===== src/pkg/atseq_pkg.sv =====
// Package for the acquisition trigger sequencer: modes, states, carriers, defaults
`default_nettype none
package atseq_pkg;
  localparam int unsigned CNT_W   = 16;
  localparam int unsigned SAMP_W  = 12;
  localparam int unsigned LINE_W  = 11;
  localparam logic [CNT_W-1:0]  HOLDOFF_DEFAULT = 16'h0000;
  localparam logic [CNT_W-1:0]  DELAY_DEFAULT   = 16'h0000;
  localparam logic [LINE_W-1:0] LINE_DEFAULT    = 11'h001;
  localparam logic [LINE_W-1:0] LINE_FIRST      = 11'h001;

  typedef enum logic [1:0] {
    ATSEQ_SRC_IMMEDIATE = 2'h0,
    ATSEQ_SRC_SOFTWARE  = 2'h1,
    ATSEQ_SRC_EXTERNAL  = 2'h2
  } atseq_arm_src_e;

  typedef enum logic [1:0] {
    ATSEQ_REF_SOFTWARE = 2'h0,
    ATSEQ_REF_VIDEO    = 2'h1,
    ATSEQ_REF_WINDOW   = 2'h2
  } atseq_ref_mode_e;

  typedef enum logic [6:0] {
    ATSEQ_IDLE    = 7'h01,
    ATSEQ_WSTART  = 7'h02,
    ATSEQ_PRE     = 7'h04,
    ATSEQ_WREF    = 7'h08,
    ATSEQ_DELAY   = 7'h10,
    ATSEQ_POST    = 7'h20,
    ATSEQ_DONE    = 7'h40
  } atseq_state_e;

  typedef struct packed {
    logic              hsync;      // Line sync pulse, active level as sampled
    logic              vsync;      // Field sync pulse
    logic [15:0]       sample;     // Video sample value
  } atseq_video_s;

  typedef struct packed {
    logic [1:0]        sync_format_select; // Expected sync format code
    logic              sync_polarity;      // 1: positive-going sync
    logic              event_specific;     // 1: fire on target line
    logic [10:0]       target_line_index;  // Line within frame
    logic              clamp_to_zero_enable;
  } atseq_video_cfg_s;
endpackage
`default_nettype wire


===== src/rtl/atseq_sequencer.sv =====
// Acquisition trigger sequencer: start, pretrigger, reference trigger, posttrigger
// Overview of operation
// - After initiate, wait for start trigger, then collect pretrigger samples.
// - Start source immediate by default: start condition already met.
// - Reference trigger detection armed only after pretrigger count reached.
// - After reference trigger, collect posttrigger samples then flag complete.
// - After any trigger, ignore triggers until holdoff elapses; default zero.
// - After accepted trigger, wait delay before acquiring; default zero.
// - Software mode: host command acts as reference trigger.
// - Video mode fires only on valid sync of set format and polarity.
// - Video event chooses specific line or next line/field.
// - Specific line counts lines across frame; target defaults to 1.
// - Clamp enable shifts each line so clamp portion sits at zero.
// - Window mode fires on entering or leaving low/high band.
// - Records after the first start on advance source, default immediate.
`default_nettype none
module atseq_sequencer #(
  parameter int unsigned CNT_W  = atseq_pkg::CNT_W,
  parameter int unsigned SAMP_W = atseq_pkg::SAMP_W
) (
  input  wire logic                       clock,          // 10 MHz sample clock
  input  wire logic                       rst_b,          // Sync reset, active low
  input  wire logic                       initiate,       // Start acquisition pulse
  input  wire logic                       abort,          // Return to idle
  input  wire atseq_pkg::atseq_arm_src_e  arm_src,        // Start trigger source
  input  wire atseq_pkg::atseq_arm_src_e  adv_src,        // Advance trigger source
  input  wire atseq_pkg::atseq_ref_mode_e ref_mode,       // Reference trigger type
  input  wire logic                       sw_start,       // Software start/advance pulse
  input  wire logic                       ext_start,      // External start/advance level
  input  wire logic                       sw_trigger,     // Software reference trigger
  input  wire logic [SAMP_W-1:0]          pre_count,      // Pretrigger samples
  input  wire logic [SAMP_W-1:0]          post_count,     // Posttrigger samples
  input  wire logic [7:0]                 num_records,    // Records, 0 read as 1
  input  wire logic [CNT_W-1:0]           holdoff_cycles, // Holdoff in clocks
  input  wire logic [CNT_W-1:0]           delay_cycles,   // Delay in clocks
  input  wire atseq_pkg::atseq_video_s    video,          // Video input
  input  wire atseq_pkg::atseq_video_cfg_s vcfg,          // Video settings
  input  wire logic [1:0]                 sync_format_in, // Detected sync format
  input  wire logic [15:0]                clamp_level,    // Measured clamp level
  input  wire logic                       clamp_valid,    // Clamp window sample
  input  wire logic [15:0]                win_low,        // Window low threshold
  input  wire logic [15:0]                win_high,       // Window high threshold
  input  wire logic                       win_leave,      // 1: fire on leaving
  output logic                            sampling,       // Sample capture enable
  output logic                            ref_armed,      // Reference detection armed
  output logic                            trig_accepted,  // Reference accepted pulse
  output logic                            complete,       // Acquisition complete
  output logic                            busy,           // Neither idle nor complete
  output logic [7:0]                      record_idx,     // Current record
  output logic [15:0]                     video_out,      // Clamped video sample
  output logic [10:0]                     line_count      // Line within frame
);
  // ==========================================================
  // State and counters
  atseq_pkg::atseq_state_e state;
  atseq_pkg::atseq_state_e next_state;
  logic [SAMP_W-1:0] samp_cnt;
  logic [CNT_W-1:0]  holdoff_cnt;
  logic [CNT_W-1:0]  delay_cnt;
  logic              start_ok;
  logic              ref_event;
  logic              raw_trig;
  logic              last_rec;
  logic              hsync_q;
  logic              vsync_q;
  logic              in_band;
  logic              in_band_q;

  function automatic logic src_met(input atseq_pkg::atseq_arm_src_e s,
                                   input logic sw, input logic ext);
    unique case (s)
      atseq_pkg::ATSEQ_SRC_IMMEDIATE: src_met = 1'b1;
      atseq_pkg::ATSEQ_SRC_SOFTWARE:  src_met = sw;
      default:                        src_met = ext;
    endcase
  endfunction

  // ==========================================================
  // Trigger sources
  logic sync_ok;
  logic hs_edge;
  logic vs_edge;
  assign sync_ok = (sync_format_in == vcfg.sync_format_select);
  assign hs_edge = (video.hsync == vcfg.sync_polarity) && (hsync_q != vcfg.sync_polarity);
  assign vs_edge = (video.vsync == vcfg.sync_polarity) && (vsync_q != vcfg.sync_polarity);
  assign in_band = (video_out >= win_low) && (video_out <= win_high);

  always_ff @(posedge clock)
  begin
    if (!rst_b)
    begin
      hsync_q   <= 1'b0;
      vsync_q   <= 1'b0;
      in_band_q <= 1'b0;
    end
    else
    begin
      hsync_q   <= video.hsync;
      vsync_q   <= video.vsync;
      in_band_q <= in_band;
    end
  end

  // Frame-wide line counter restarts at the first line on each field sync
  always_ff @(posedge clock)
  begin
    if (!rst_b)
      line_count <= atseq_pkg::LINE_FIRST;
    else if (vs_edge)
      line_count <= atseq_pkg::LINE_FIRST;
    else if (hs_edge)
      line_count <= line_count + 11'h001;
  end

  always_comb
  begin
    unique case (ref_mode)
      atseq_pkg::ATSEQ_REF_SOFTWARE: raw_trig = sw_trigger;
      atseq_pkg::ATSEQ_REF_VIDEO:
        // Fires as the target line begins; the first line begins at the field sync
        if (vcfg.event_specific)
          raw_trig = sync_ok && (vs_edge
                       ? (vcfg.target_line_index == atseq_pkg::LINE_FIRST)
                       : (hs_edge && (line_count + 11'h001 == vcfg.target_line_index)));
        else
          raw_trig = sync_ok && (hs_edge || vs_edge);
      default:
        raw_trig = win_leave ? (in_band_q && !in_band) : (!in_band_q && in_band);
    endcase
  end

  // Triggers inside the holdoff window are discarded, not queued
  assign ref_event = raw_trig && (holdoff_cnt == '0) && (state == atseq_pkg::ATSEQ_WREF);

  // ==========================================================
  // Clamp: offset so the clamp portion of each line reads as zero
  logic [15:0] clamp_off;
  always_ff @(posedge clock)
  begin
    if (!rst_b)
      clamp_off <= 16'h0000;
    else if (clamp_valid)
      clamp_off <= clamp_level;
  end
  always_ff @(posedge clock)
  begin
    if (!rst_b)
      video_out <= 16'h0000;
    else
      video_out <= vcfg.clamp_to_zero_enable ? video.sample - clamp_off : video.sample;
  end

  // ==========================================================
  // Sequencer
  assign last_rec = (record_idx + 8'h01 >= num_records);
  assign start_ok = (record_idx == 8'h00) ? src_met(arm_src, sw_start, ext_start)
                                          : src_met(adv_src, sw_start, ext_start);

  always_comb
  begin
    next_state = state;
    unique case (state)
      atseq_pkg::ATSEQ_IDLE:   if (initiate) next_state = atseq_pkg::ATSEQ_WSTART;
      atseq_pkg::ATSEQ_WSTART: if (start_ok) next_state = atseq_pkg::ATSEQ_PRE;
      atseq_pkg::ATSEQ_PRE:    if (samp_cnt + 1'b1 >= pre_count || pre_count == '0)
                                 next_state = atseq_pkg::ATSEQ_WREF;
      atseq_pkg::ATSEQ_WREF:   if (ref_event)
                                 next_state = (delay_cycles == '0) ? atseq_pkg::ATSEQ_POST
                                                                   : atseq_pkg::ATSEQ_DELAY;
      atseq_pkg::ATSEQ_DELAY:  if (delay_cnt == CNT_W'(1)) next_state = atseq_pkg::ATSEQ_POST;
      atseq_pkg::ATSEQ_POST:   if (samp_cnt + 1'b1 >= post_count || post_count == '0)
                                 next_state = last_rec ? atseq_pkg::ATSEQ_DONE
                                                       : atseq_pkg::ATSEQ_WSTART;
      atseq_pkg::ATSEQ_DONE:   if (initiate) next_state = atseq_pkg::ATSEQ_WSTART;
      default:                 next_state = atseq_pkg::ATSEQ_IDLE;
    endcase
    if (abort)
      next_state = atseq_pkg::ATSEQ_IDLE;
  end

  always_ff @(posedge clock)
  begin
    if (!rst_b)
      state <= atseq_pkg::ATSEQ_IDLE;
    else
      state <= next_state;
  end

  always_ff @(posedge clock)
  begin
    if (!rst_b || next_state != state)
      samp_cnt <= '0;
    else if (state == atseq_pkg::ATSEQ_PRE || state == atseq_pkg::ATSEQ_POST)
      samp_cnt <= samp_cnt + 1'b1;
  end

  always_ff @(posedge clock)
  begin
    if (!rst_b || state == atseq_pkg::ATSEQ_IDLE || state == atseq_pkg::ATSEQ_DONE)
      record_idx <= 8'h00;
    else if (state == atseq_pkg::ATSEQ_POST && next_state == atseq_pkg::ATSEQ_WSTART)
      record_idx <= record_idx + 8'h01;
  end

  // Holdoff starts from any trigger detected while holdoff is zero, even one that is not accepted
  always_ff @(posedge clock)
  begin
    if (!rst_b)
      holdoff_cnt <= atseq_pkg::HOLDOFF_DEFAULT;
    else if (raw_trig && holdoff_cnt == '0)
      holdoff_cnt <= holdoff_cycles;
    else if (holdoff_cnt != '0)
      holdoff_cnt <= holdoff_cnt - 1'b1;
  end

  always_ff @(posedge clock)
  begin
    if (!rst_b)
      delay_cnt <= atseq_pkg::DELAY_DEFAULT;
    else if (ref_event)
      delay_cnt <= delay_cycles;
    else if (delay_cnt != '0)
      delay_cnt <= delay_cnt - 1'b1;
  end

  always_ff @(posedge clock)
  begin
    if (!rst_b)
      trig_accepted <= 1'b0;
    else
      trig_accepted <= ref_event;
  end

  assign sampling  = (state == atseq_pkg::ATSEQ_PRE) || (state == atseq_pkg::ATSEQ_WREF)
                  || (state == atseq_pkg::ATSEQ_POST);
  assign ref_armed = (state == atseq_pkg::ATSEQ_WREF);
  assign complete  = (state == atseq_pkg::ATSEQ_DONE);
  assign busy      = (state != atseq_pkg::ATSEQ_IDLE) && !complete;

  // ==========================================================
  // Assertions
  property p_start_hold;
    @(posedge clock) disable iff (!rst_b)
      (state == atseq_pkg::ATSEQ_WSTART && !start_ok && !abort) |=> !sampling;
  endproperty
  a_start_hold: assert property (p_start_hold) else $error("sampling before start");

  property p_immediate;
    @(posedge clock) disable iff (!rst_b)
      (state == atseq_pkg::ATSEQ_WSTART && record_idx == 8'h00
       && arm_src == atseq_pkg::ATSEQ_SRC_IMMEDIATE && !abort)
      |=> state == atseq_pkg::ATSEQ_PRE;
  endproperty
  a_immediate: assert property (p_immediate) else $error("immediate start stalled");

  property p_arm_after_pre;
    @(posedge clock) disable iff (!rst_b)
      $rose(ref_armed) |-> $past(state) == atseq_pkg::ATSEQ_PRE;
  endproperty
  a_arm_after_pre: assert property (p_arm_after_pre) else $error("armed too early");

  property p_done_after_post;
    @(posedge clock) disable iff (!rst_b)
      $rose(complete) |-> $past(state) == atseq_pkg::ATSEQ_POST;
  endproperty
  a_done_after_post: assert property (p_done_after_post) else $error("bad complete");

  property p_holdoff;
    @(posedge clock) disable iff (!rst_b)
      (holdoff_cnt != '0) |-> !ref_event;
  endproperty
  a_holdoff: assert property (p_holdoff) else $error("trigger within holdoff");

  property p_delay;
    @(posedge clock) disable iff (!rst_b)
      (ref_event && delay_cycles == CNT_W'(2) && !abort) |=> !sampling ##1 !abort [*1]
        ##0 (state == atseq_pkg::ATSEQ_DELAY);
  endproperty
  a_delay: assert property (p_delay) else $error("delay not applied");

  property p_sw;
    @(posedge clock) disable iff (!rst_b)
      (ref_mode == atseq_pkg::ATSEQ_REF_SOFTWARE && ref_armed && sw_trigger
       && holdoff_cnt == '0) |=> trig_accepted;
  endproperty
  a_sw: assert property (p_sw) else $error("software trigger lost");

  property p_window;
    @(posedge clock) disable iff (!rst_b)
      (ref_mode == atseq_pkg::ATSEQ_REF_WINDOW && ref_event) |->
        (in_band != in_band_q) && (in_band == !win_leave);
  endproperty
  a_window: assert property (p_window) else $error("window trigger wrong");

  property p_video;
    @(posedge clock) disable iff (!rst_b)
      (ref_mode == atseq_pkg::ATSEQ_REF_VIDEO && ref_event) |-> sync_ok;
  endproperty
  a_video: assert property (p_video) else $error("video trigger without sync");

  c_done:    cover property (@(posedge clock) disable iff (!rst_b) $rose(complete));
  c_video:   cover property (@(posedge clock) disable iff (!rst_b)
               ref_event && ref_mode == atseq_pkg::ATSEQ_REF_VIDEO);
  c_multi:   cover property (@(posedge clock) disable iff (!rst_b) record_idx == 8'h02);
  c_delayed: cover property (@(posedge clock) disable iff (!rst_b)
               state == atseq_pkg::ATSEQ_DELAY);
endmodule
`default_nettype wire


===== config.mk =====
export PLATFORM = sky130hd
export DESIGN_NAME = atseq_sequencer
export DESIGN_NICKNAME = d
export VERILOG_FILES = /design/src/pkg/atseq_pkg.sv /design/src/rtl/atseq_sequencer.sv
export SDC_FILE = /design/constraint.sdc
export NUM_CORES = 1
export LEC_CHECK = 0
export BUFFER_PORTS_ARGS = -buffer_cell sky130_fd_sc_hd__buf_2
export CORE_AREA = 2 2 110 165
export CTS_CLUSTER_SIZE = 28
export DETAILED_ROUTE_END_ITERATION = 12
export DIE_AREA = 0 0 112 167
export PLACE_DENSITY = 0.76
export SYNTH_ARGS = -nofsm -noshare
export SYNTH_HDL_FRONTEND = slang
export SYNTH_SLANG_ARGS = --single-unit

===== constraint.sdc =====
create_clock -name clock -period 7.84 [get_ports clock]
set_clock_uncertainty 0.05 [all_clocks]
set_input_delay 1.96 -clock clock [delete_from_list [all_inputs] [get_ports clock]]
set_output_delay 1.96 -clock clock [all_outputs]
set_load 0.005 [all_outputs]

# --- Yosys cells after proc, flatten, opt, wreduce, memory -nomap -nowiden ---
# Index checks and enable logic that the tools add are counted.
op_classes:
  n_addsub: 6
  order_cmp: 5
  eq_ne: 21
  mux: 22
  bitwise: 1
  n_reduce_logical: 39
ops:
  columns: ["cell", "n"]
  rows:
  - ["two-way mux 16 bit", 5]
  - ["two-way mux 7 bit", 8]
  - ["one-hot mux 7 bit (6 select lines)", 1]
  - ["logical NOT 16 bit", 2]
  - ["nonzero test 16 bit", 2]
  - ["subtractor 16 x 1 -> 16 bit, second input constant", 2]
  - ["greater-or-equal comparator 12 bit", 2]
  - ["logical NOT 12 bit", 2]
  - ["equality test 16 x 1 -> 1 bit, second input constant", 1]
  - ["greater-or-equal comparator 16 bit", 1]
  - ["less-or-equal comparator 16 bit", 1]
  - ["subtractor 16 bit", 1]
  - ["equality test 7 x 2 -> 1 bit, second input constant", 2]
  - ["adder 12 x 1 -> 12 bit, second input constant", 1]
  - ["logical AND 1 bit", 12]
  - ["adder 11 x 1 -> 11 bit, second input constant", 1]
  - ["equality test 11 x 1 -> 1 bit, second input constant", 1]
  - ["equality test 11 bit", 1]
  - ["logical OR 1 bit", 9]
  - ["adder 8 x 1 -> 8 bit, second input constant", 1]
  - ["greater-or-equal comparator 8 bit", 1]
  - ["logical NOT 8 bit", 1]
  - ["equality test 7 x 1 -> 1 bit, second input constant", 1]
  - ["equality test 7 x 3 -> 1 bit, second input constant", 1]
  - ["18 further kinds", 34]
word_totals:
  register_bits: 106
  input_bits: 163
  wordCells: 106

# --- Logic depth before layout (Yosys ltp) ---
logic_depth:
  ltp_word: 14
  depth_mapped: 15

# --- Worst setup path after synthesis ---
# No wires, ideal clock.
synth_path:
  path_kind: "input port to flip-flop"
  startpoint: "input win_high[15]"
  endpoint: "register delay_cnt[10]"
  arrival_ns: 4.384
  slack_ns: 3.275
  path_stages: 10
  path_buffers: 1
  path_cell_list: "inv_1 > ha_1 > a211oi_1 > o2111ai_1 > o31a_1 > or4_1 > a31oi_1 > clkbuf_1 > nand3_1 > mux2i_1"
synth_via:
  elab_chain_cells: 9
  word_cells_on_any_way: 11
  cone_classes: "1 x order compare; 3 x mux; 7 x reduce/logical"
synth_lines:
  columns: ["element", "line", "rtl"]
  rows:
  - ["start, declared", "atseq_sequencer.sv:42", "input wire logic [15:0] win_high,"]
  - ["less-or-equal comparator 16 bit *", "atseq_sequencer.sv:86", "assign in_band = (video_out >= win_low) && (video_out <= win_high);"]
  - ["logical AND 1 bit *", "atseq_sequencer.sv:86", null]
  - ["logical NOT 1 bit", "atseq_sequencer.sv:128", "raw_trig = win_leave ? (in_band_q && !in_band) : (!in_band_q && in_band);"]
  - ["logical AND 1 bit", "atseq_sequencer.sv:128", null]
  - ["two-way mux 1 bit *", "atseq_sequencer.sv:128", null]
  - ["one-hot mux 1 bit (2 select lines) *", "atseq_sequencer.sv:117", "unique case (ref_mode)"]
  - ["logical AND 1 bit * (2 in series)", "atseq_sequencer.sv:133", "assign ref_event = raw_trig && (holdoff_cnt == '0) && (state == atseq_pkg::ATSEQ_WREF);"]
  - ["two-way mux 16 bit / nonzero test 2 bit (equally long branches)", null, null]
  - ["end signal, assigned", "atseq_sequencer.sv:219", "delay_cnt <= atseq_pkg::DELAY_DEFAULT;"]
  - ["end signal, assigned", "atseq_sequencer.sv:221", "delay_cnt <= delay_cycles;"]
  - ["end signal, assigned", "atseq_sequencer.sv:223", "delay_cnt <= delay_cnt - 1'b1;"]
  - ["end, declared", "atseq_sequencer.sv:59", "logic [CNT_W-1:0] delay_cnt;"]
# Mark *: on every way between the ends. The rest lies on a longest branch, timed or not.
# A chain may end at the register's enable or synchronous reset.

# --- Worst setup path after layout ---
layout_path:
  startpoint: "input win_high[13]"
  endpoint: "register delay_cnt[12]"
# The elaborated chain is that of the path after synthesis.

==> flow_metrics.tcl <==
set metrics [dict create \
    largest_net_degree_at_the_start_of_global_routing 45 \
    grt_remaining_overflow 0 \
    detailedRoute.firstIterationViolations 278 \
    synth_edf_count 0 \
    floorplan.initialDensity 0.4728 \
    syn_area_um2 8167 \
    finalSetupTns_ns 0 \
    tightestPinTransition_ns 1.139 \
    postSynthAreaPerCell_um2 8.046 \
    drt-total-wl_um 20850 \
    wl_per_cell_um 14.75 \
    ys_top_cells_by_area "sky130_fd_sc_hd__dfxtp_1, sky130_fd_sc_hd__ha_1, sky130_fd_sc_hd__xnor2_1" \
    setup_repair_after_global_routing_missed_its_margin "no" \
    finalHoldViolCount 0 \
    timing.max_cap.violations 0 \
    maximum_level_of_the_cts_h_tree 3 \
    post_synth_inst_count 1015 \
    power-per-cell-area_nw_per_um2 184.5 \
    cp-startpoint "win_high[13]" \
    synth.net_count 1265 \
    min_period_over_period 0.6097 \
    cts_hold_buf 0 \
    yosys-top-cells-count "sky130_fd_sc_hd__dfxtp_1, sky130_fd_sc_hd__inv_1, sky130_fd_sc_hd__nor2_1" \
    fmax_mhz 209.2 \
    r2r_end "samp_cnt[0]$_SDFFE_PP0P_" \
    clock_insertion_delay_at_the_later_pin_of_the_skew_report_ns 0.35 \
    drc 0 \
    sequential_fraction_of_the_synthesis_area 0.2598 \
    final_core_utilization 0.5561 \
    die-area_um2 18700 \
    fraction_of_final_layout_cells_sized_beyond_drive_strength_1 0.2077 \
    die_y_um 167 \
    crit_path_max_fanout 20 \
    grt_pass1_wl_um 33910 \
    r2r_slack_ns 3.54 \
    layout_min_cycle_time_ns 4.780 \
    tritoncts "built" \
    route.antenna.remaining_nets 0 \
    ys_ff_latch 106 \
    area_delta_synth_final_pct 17.63 \
    maxSlewViolCount 0 \
    holdPathEnd "holdoff_cnt[14]$_SDFFE_PN0P_" \
    gp_congestion 0.9149 \
    kind_of_capture_point_of_the_worst_setup_path "register" \
    cts_repair_resize_count 0 \
    cts_post_setup_buffers_inserted 0 \
    run_status "complete, no violations" \
    cts_inserted_buffers 9 \
    floorplan.die.width_um 112 \
    via_count_of_the_first_global_routing_pass 7462 \
    path_clk_slew_ns 0.07 \
    design.final.nets 1444 \
    cts_max_path_buffers 2 \
    cp_data_required_time_ns 8.05 \
    num_vias 7743 \
    holdCritPathClass "register to register" \
    detailed_place_hpwl_um 16940 \
    static_leakage_nw 4.673 \
    cts_num_sinks 106 \
    power.ir.vdd_worst_v 0.0001450 \
    asyncSetResetFlopFracSynth 0 \
    synth_most_common_cell "sky130_fd_sc_hd__dfxtp_1" \
    gr-usage-all-layers 0.2165 \
    root_buffer "sky130_fd_sc_hd__clkbuf_16" \
    critical_path_startpoint_category "input pin" \
    io_pins 203 \
    grt_antenna_before_repair 2 \
    r2r_start "samp_cnt[0]$_SDFFE_PP0P_" \
    synth_cell_types 72 \
    r2r.worst_path.cells 14 \
    dr.pass1.iters 4 \
    finalSetupViolCount 0 \
    fp-row-count 59 \
    netlist.top_cell.by_area "sky130_fd_sc_hd__dfxtp_1" \
    headroom_to_the_max_slew_limit 0.2351 \
    viasPerCell 5.480 \
    yosys_warning_count 0 \
    launch_instance_of_the_worst_min_delay_path "holdoff_cnt[14]$_SDFFE_PN0P_" \
    floorplan.core_area_um2 17270 \
    min_path_cells 2 \
    synth_ff_type "sky130_fd_sc_hd__dfxtp_1" \
    synth_top_area_share 0.2598 \
    type_of_the_worst_setup_path "input pin to register" \
    port-buffer-count 202 \
    cp.arrival_ns 4.99 \
]
-- area by class of cell --
cell class | instances | area [um2]
fill | 1649 | 7667
multi-input combinational | 776 | 5533
sequential | 106 | 2122
timing repair buffer | 205 | 1033
inverter | 96 | 360.3
tap | 213 | 266.5
clock buffer | 11 | 242.7
clock inverter | 5 | 46.29
antenna | 1 | 2.502
-- worst max path at each step --
stage                                            end  slack, ns  cells after the start
after global routing      delay_cnt[12]$_SDFFE_PN0P_       2.77                     12
after detailed placement  delay_cnt[12]$_SDFFE_PN0P_       2.73                     12
final                     delay_cnt[12]$_SDFFE_PN0P_       3.06                     12
after global placement     delay_cnt[4]$_SDFFE_PN0P_       2.82                     11
after CTS                 delay_cnt[12]$_SDFFE_PN0P_       3.08                     12
after floorplan           delay_cnt[10]$_SDFFE_PN0P_       3.27                     10
-- stage by stage --
stage	hold slack (ns)	cells	worst slack, ns	total power, mW	cell area (um2)
floorplan	0.3828	1015	3.275	1.169	8167
global placement	0.3941	1396	2.821	1.320	9315
detailed placement	0.4066	1396	2.731	1.339	9315
CTS	0.4166	1412	3.083	1.787	9604
global route	0.4352	1413	2.769	1.902	9607
finish	0.4157	1413	3.060	1.772	9607
-- sequential cells by signal, summed over array words and instances, names as in the netlist --
name           cells
samp_cnt          12
line_count        11
state              7
clamp_off         16
vsync_q            1
video_out         16
record_idx         8
delay_cnt         16
hsync_q            1
holdoff_cnt       16
trig_accepted      1
in_band_q          1
-- where the power goes --
group | switching [mW] | leakage, nW | internal (mW)
clock network | 0.210 | 0.143 | 0.230
logic | 0.352 | 3.66 | 0.293
registers | 0.0734 | 0.868 | 0.613
total | 0.636 | 4.67 | 1.14
-- cell usage in the layout, fill, tap and decap left out, types with 10 or more instances in the layout --
master / count
sky130_fd_sc_hd__buf_2: 202
sky130_fd_sc_hd__dfxtp_1: 106
sky130_fd_sc_hd__inv_1: 95
sky130_fd_sc_hd__nor2_1: 88
sky130_fd_sc_hd__ha_1: 86
sky130_fd_sc_hd__nand2_1: 77
sky130_fd_sc_hd__xnor2_1: 52
sky130_fd_sc_hd__a21oi_1: 47
sky130_fd_sc_hd__mux2i_1: 43
sky130_fd_sc_hd__xor2_1: 42
sky130_fd_sc_hd__nand3_1: 38
sky130_fd_sc_hd__nor3_1: 34
sky130_fd_sc_hd__o21ai_0: 30
sky130_fd_sc_hd__nor4_1: 22
sky130_fd_sc_hd__or3_1: 18
sky130_fd_sc_hd__o21a_1: 14
sky130_fd_sc_hd__nand4_1: 14
sky130_fd_sc_hd__a211oi_1: 12
sky130_fd_sc_hd__nor2b_1: 10
sky130_fd_sc_hd__nor3_2: 10
-- routing by layer --
metal	up-vias	wire length, um	GRT usage
li1	3961	-	-
met1	3550	8590	0.2471
met2	182	10660	0.3968
met3	50	923	0.03566
met4	0	675	0.08802
met5	-	0	0
-- cells by family (layout without fill, tap and decap cells) --
| family | after synthesis | in the layout | synth area share |
|---|---|---|---|
| AND/OR/NAND/NOR | 371 | 371 | 0.2373 |
| AO/OA/AOI/OAI | 180 | 180 | 0.1498 |
| buffers and inverters | 133 | 317 | 0.06343 |
| flip-flops | 106 | 106 | 0.2598 |
| XOR/XNOR | 94 | 94 | 0.1008 |
| adder cells (fa/ha/maj) | 87 | 87 | 0.1342 |
| multiplexers | 44 | 44 | 0.05454 |
| other | 0 | 1 | 0 |
-- worst max-delay path, cell delays in order --
cell,delay (ns)
sky130_fd_sc_hd__buf_2,0.08
sky130_fd_sc_hd__inv_1,0.04
sky130_fd_sc_hd__ha_1,0.30
sky130_fd_sc_hd__nand4_1,0.19
sky130_fd_sc_hd__nor3_1,0.31
sky130_fd_sc_hd__a41oi_1,0.16
sky130_fd_sc_hd__o31a_1,0.16
sky130_fd_sc_hd__or4_1,0.49
sky130_fd_sc_hd__a31oi_2,0.18
sky130_fd_sc_hd__buf_4,0.26
sky130_fd_sc_hd__nand3_1,0.51
sky130_fd_sc_hd__mux2i_1,0.34
Power figures use the tool's default switching activity.
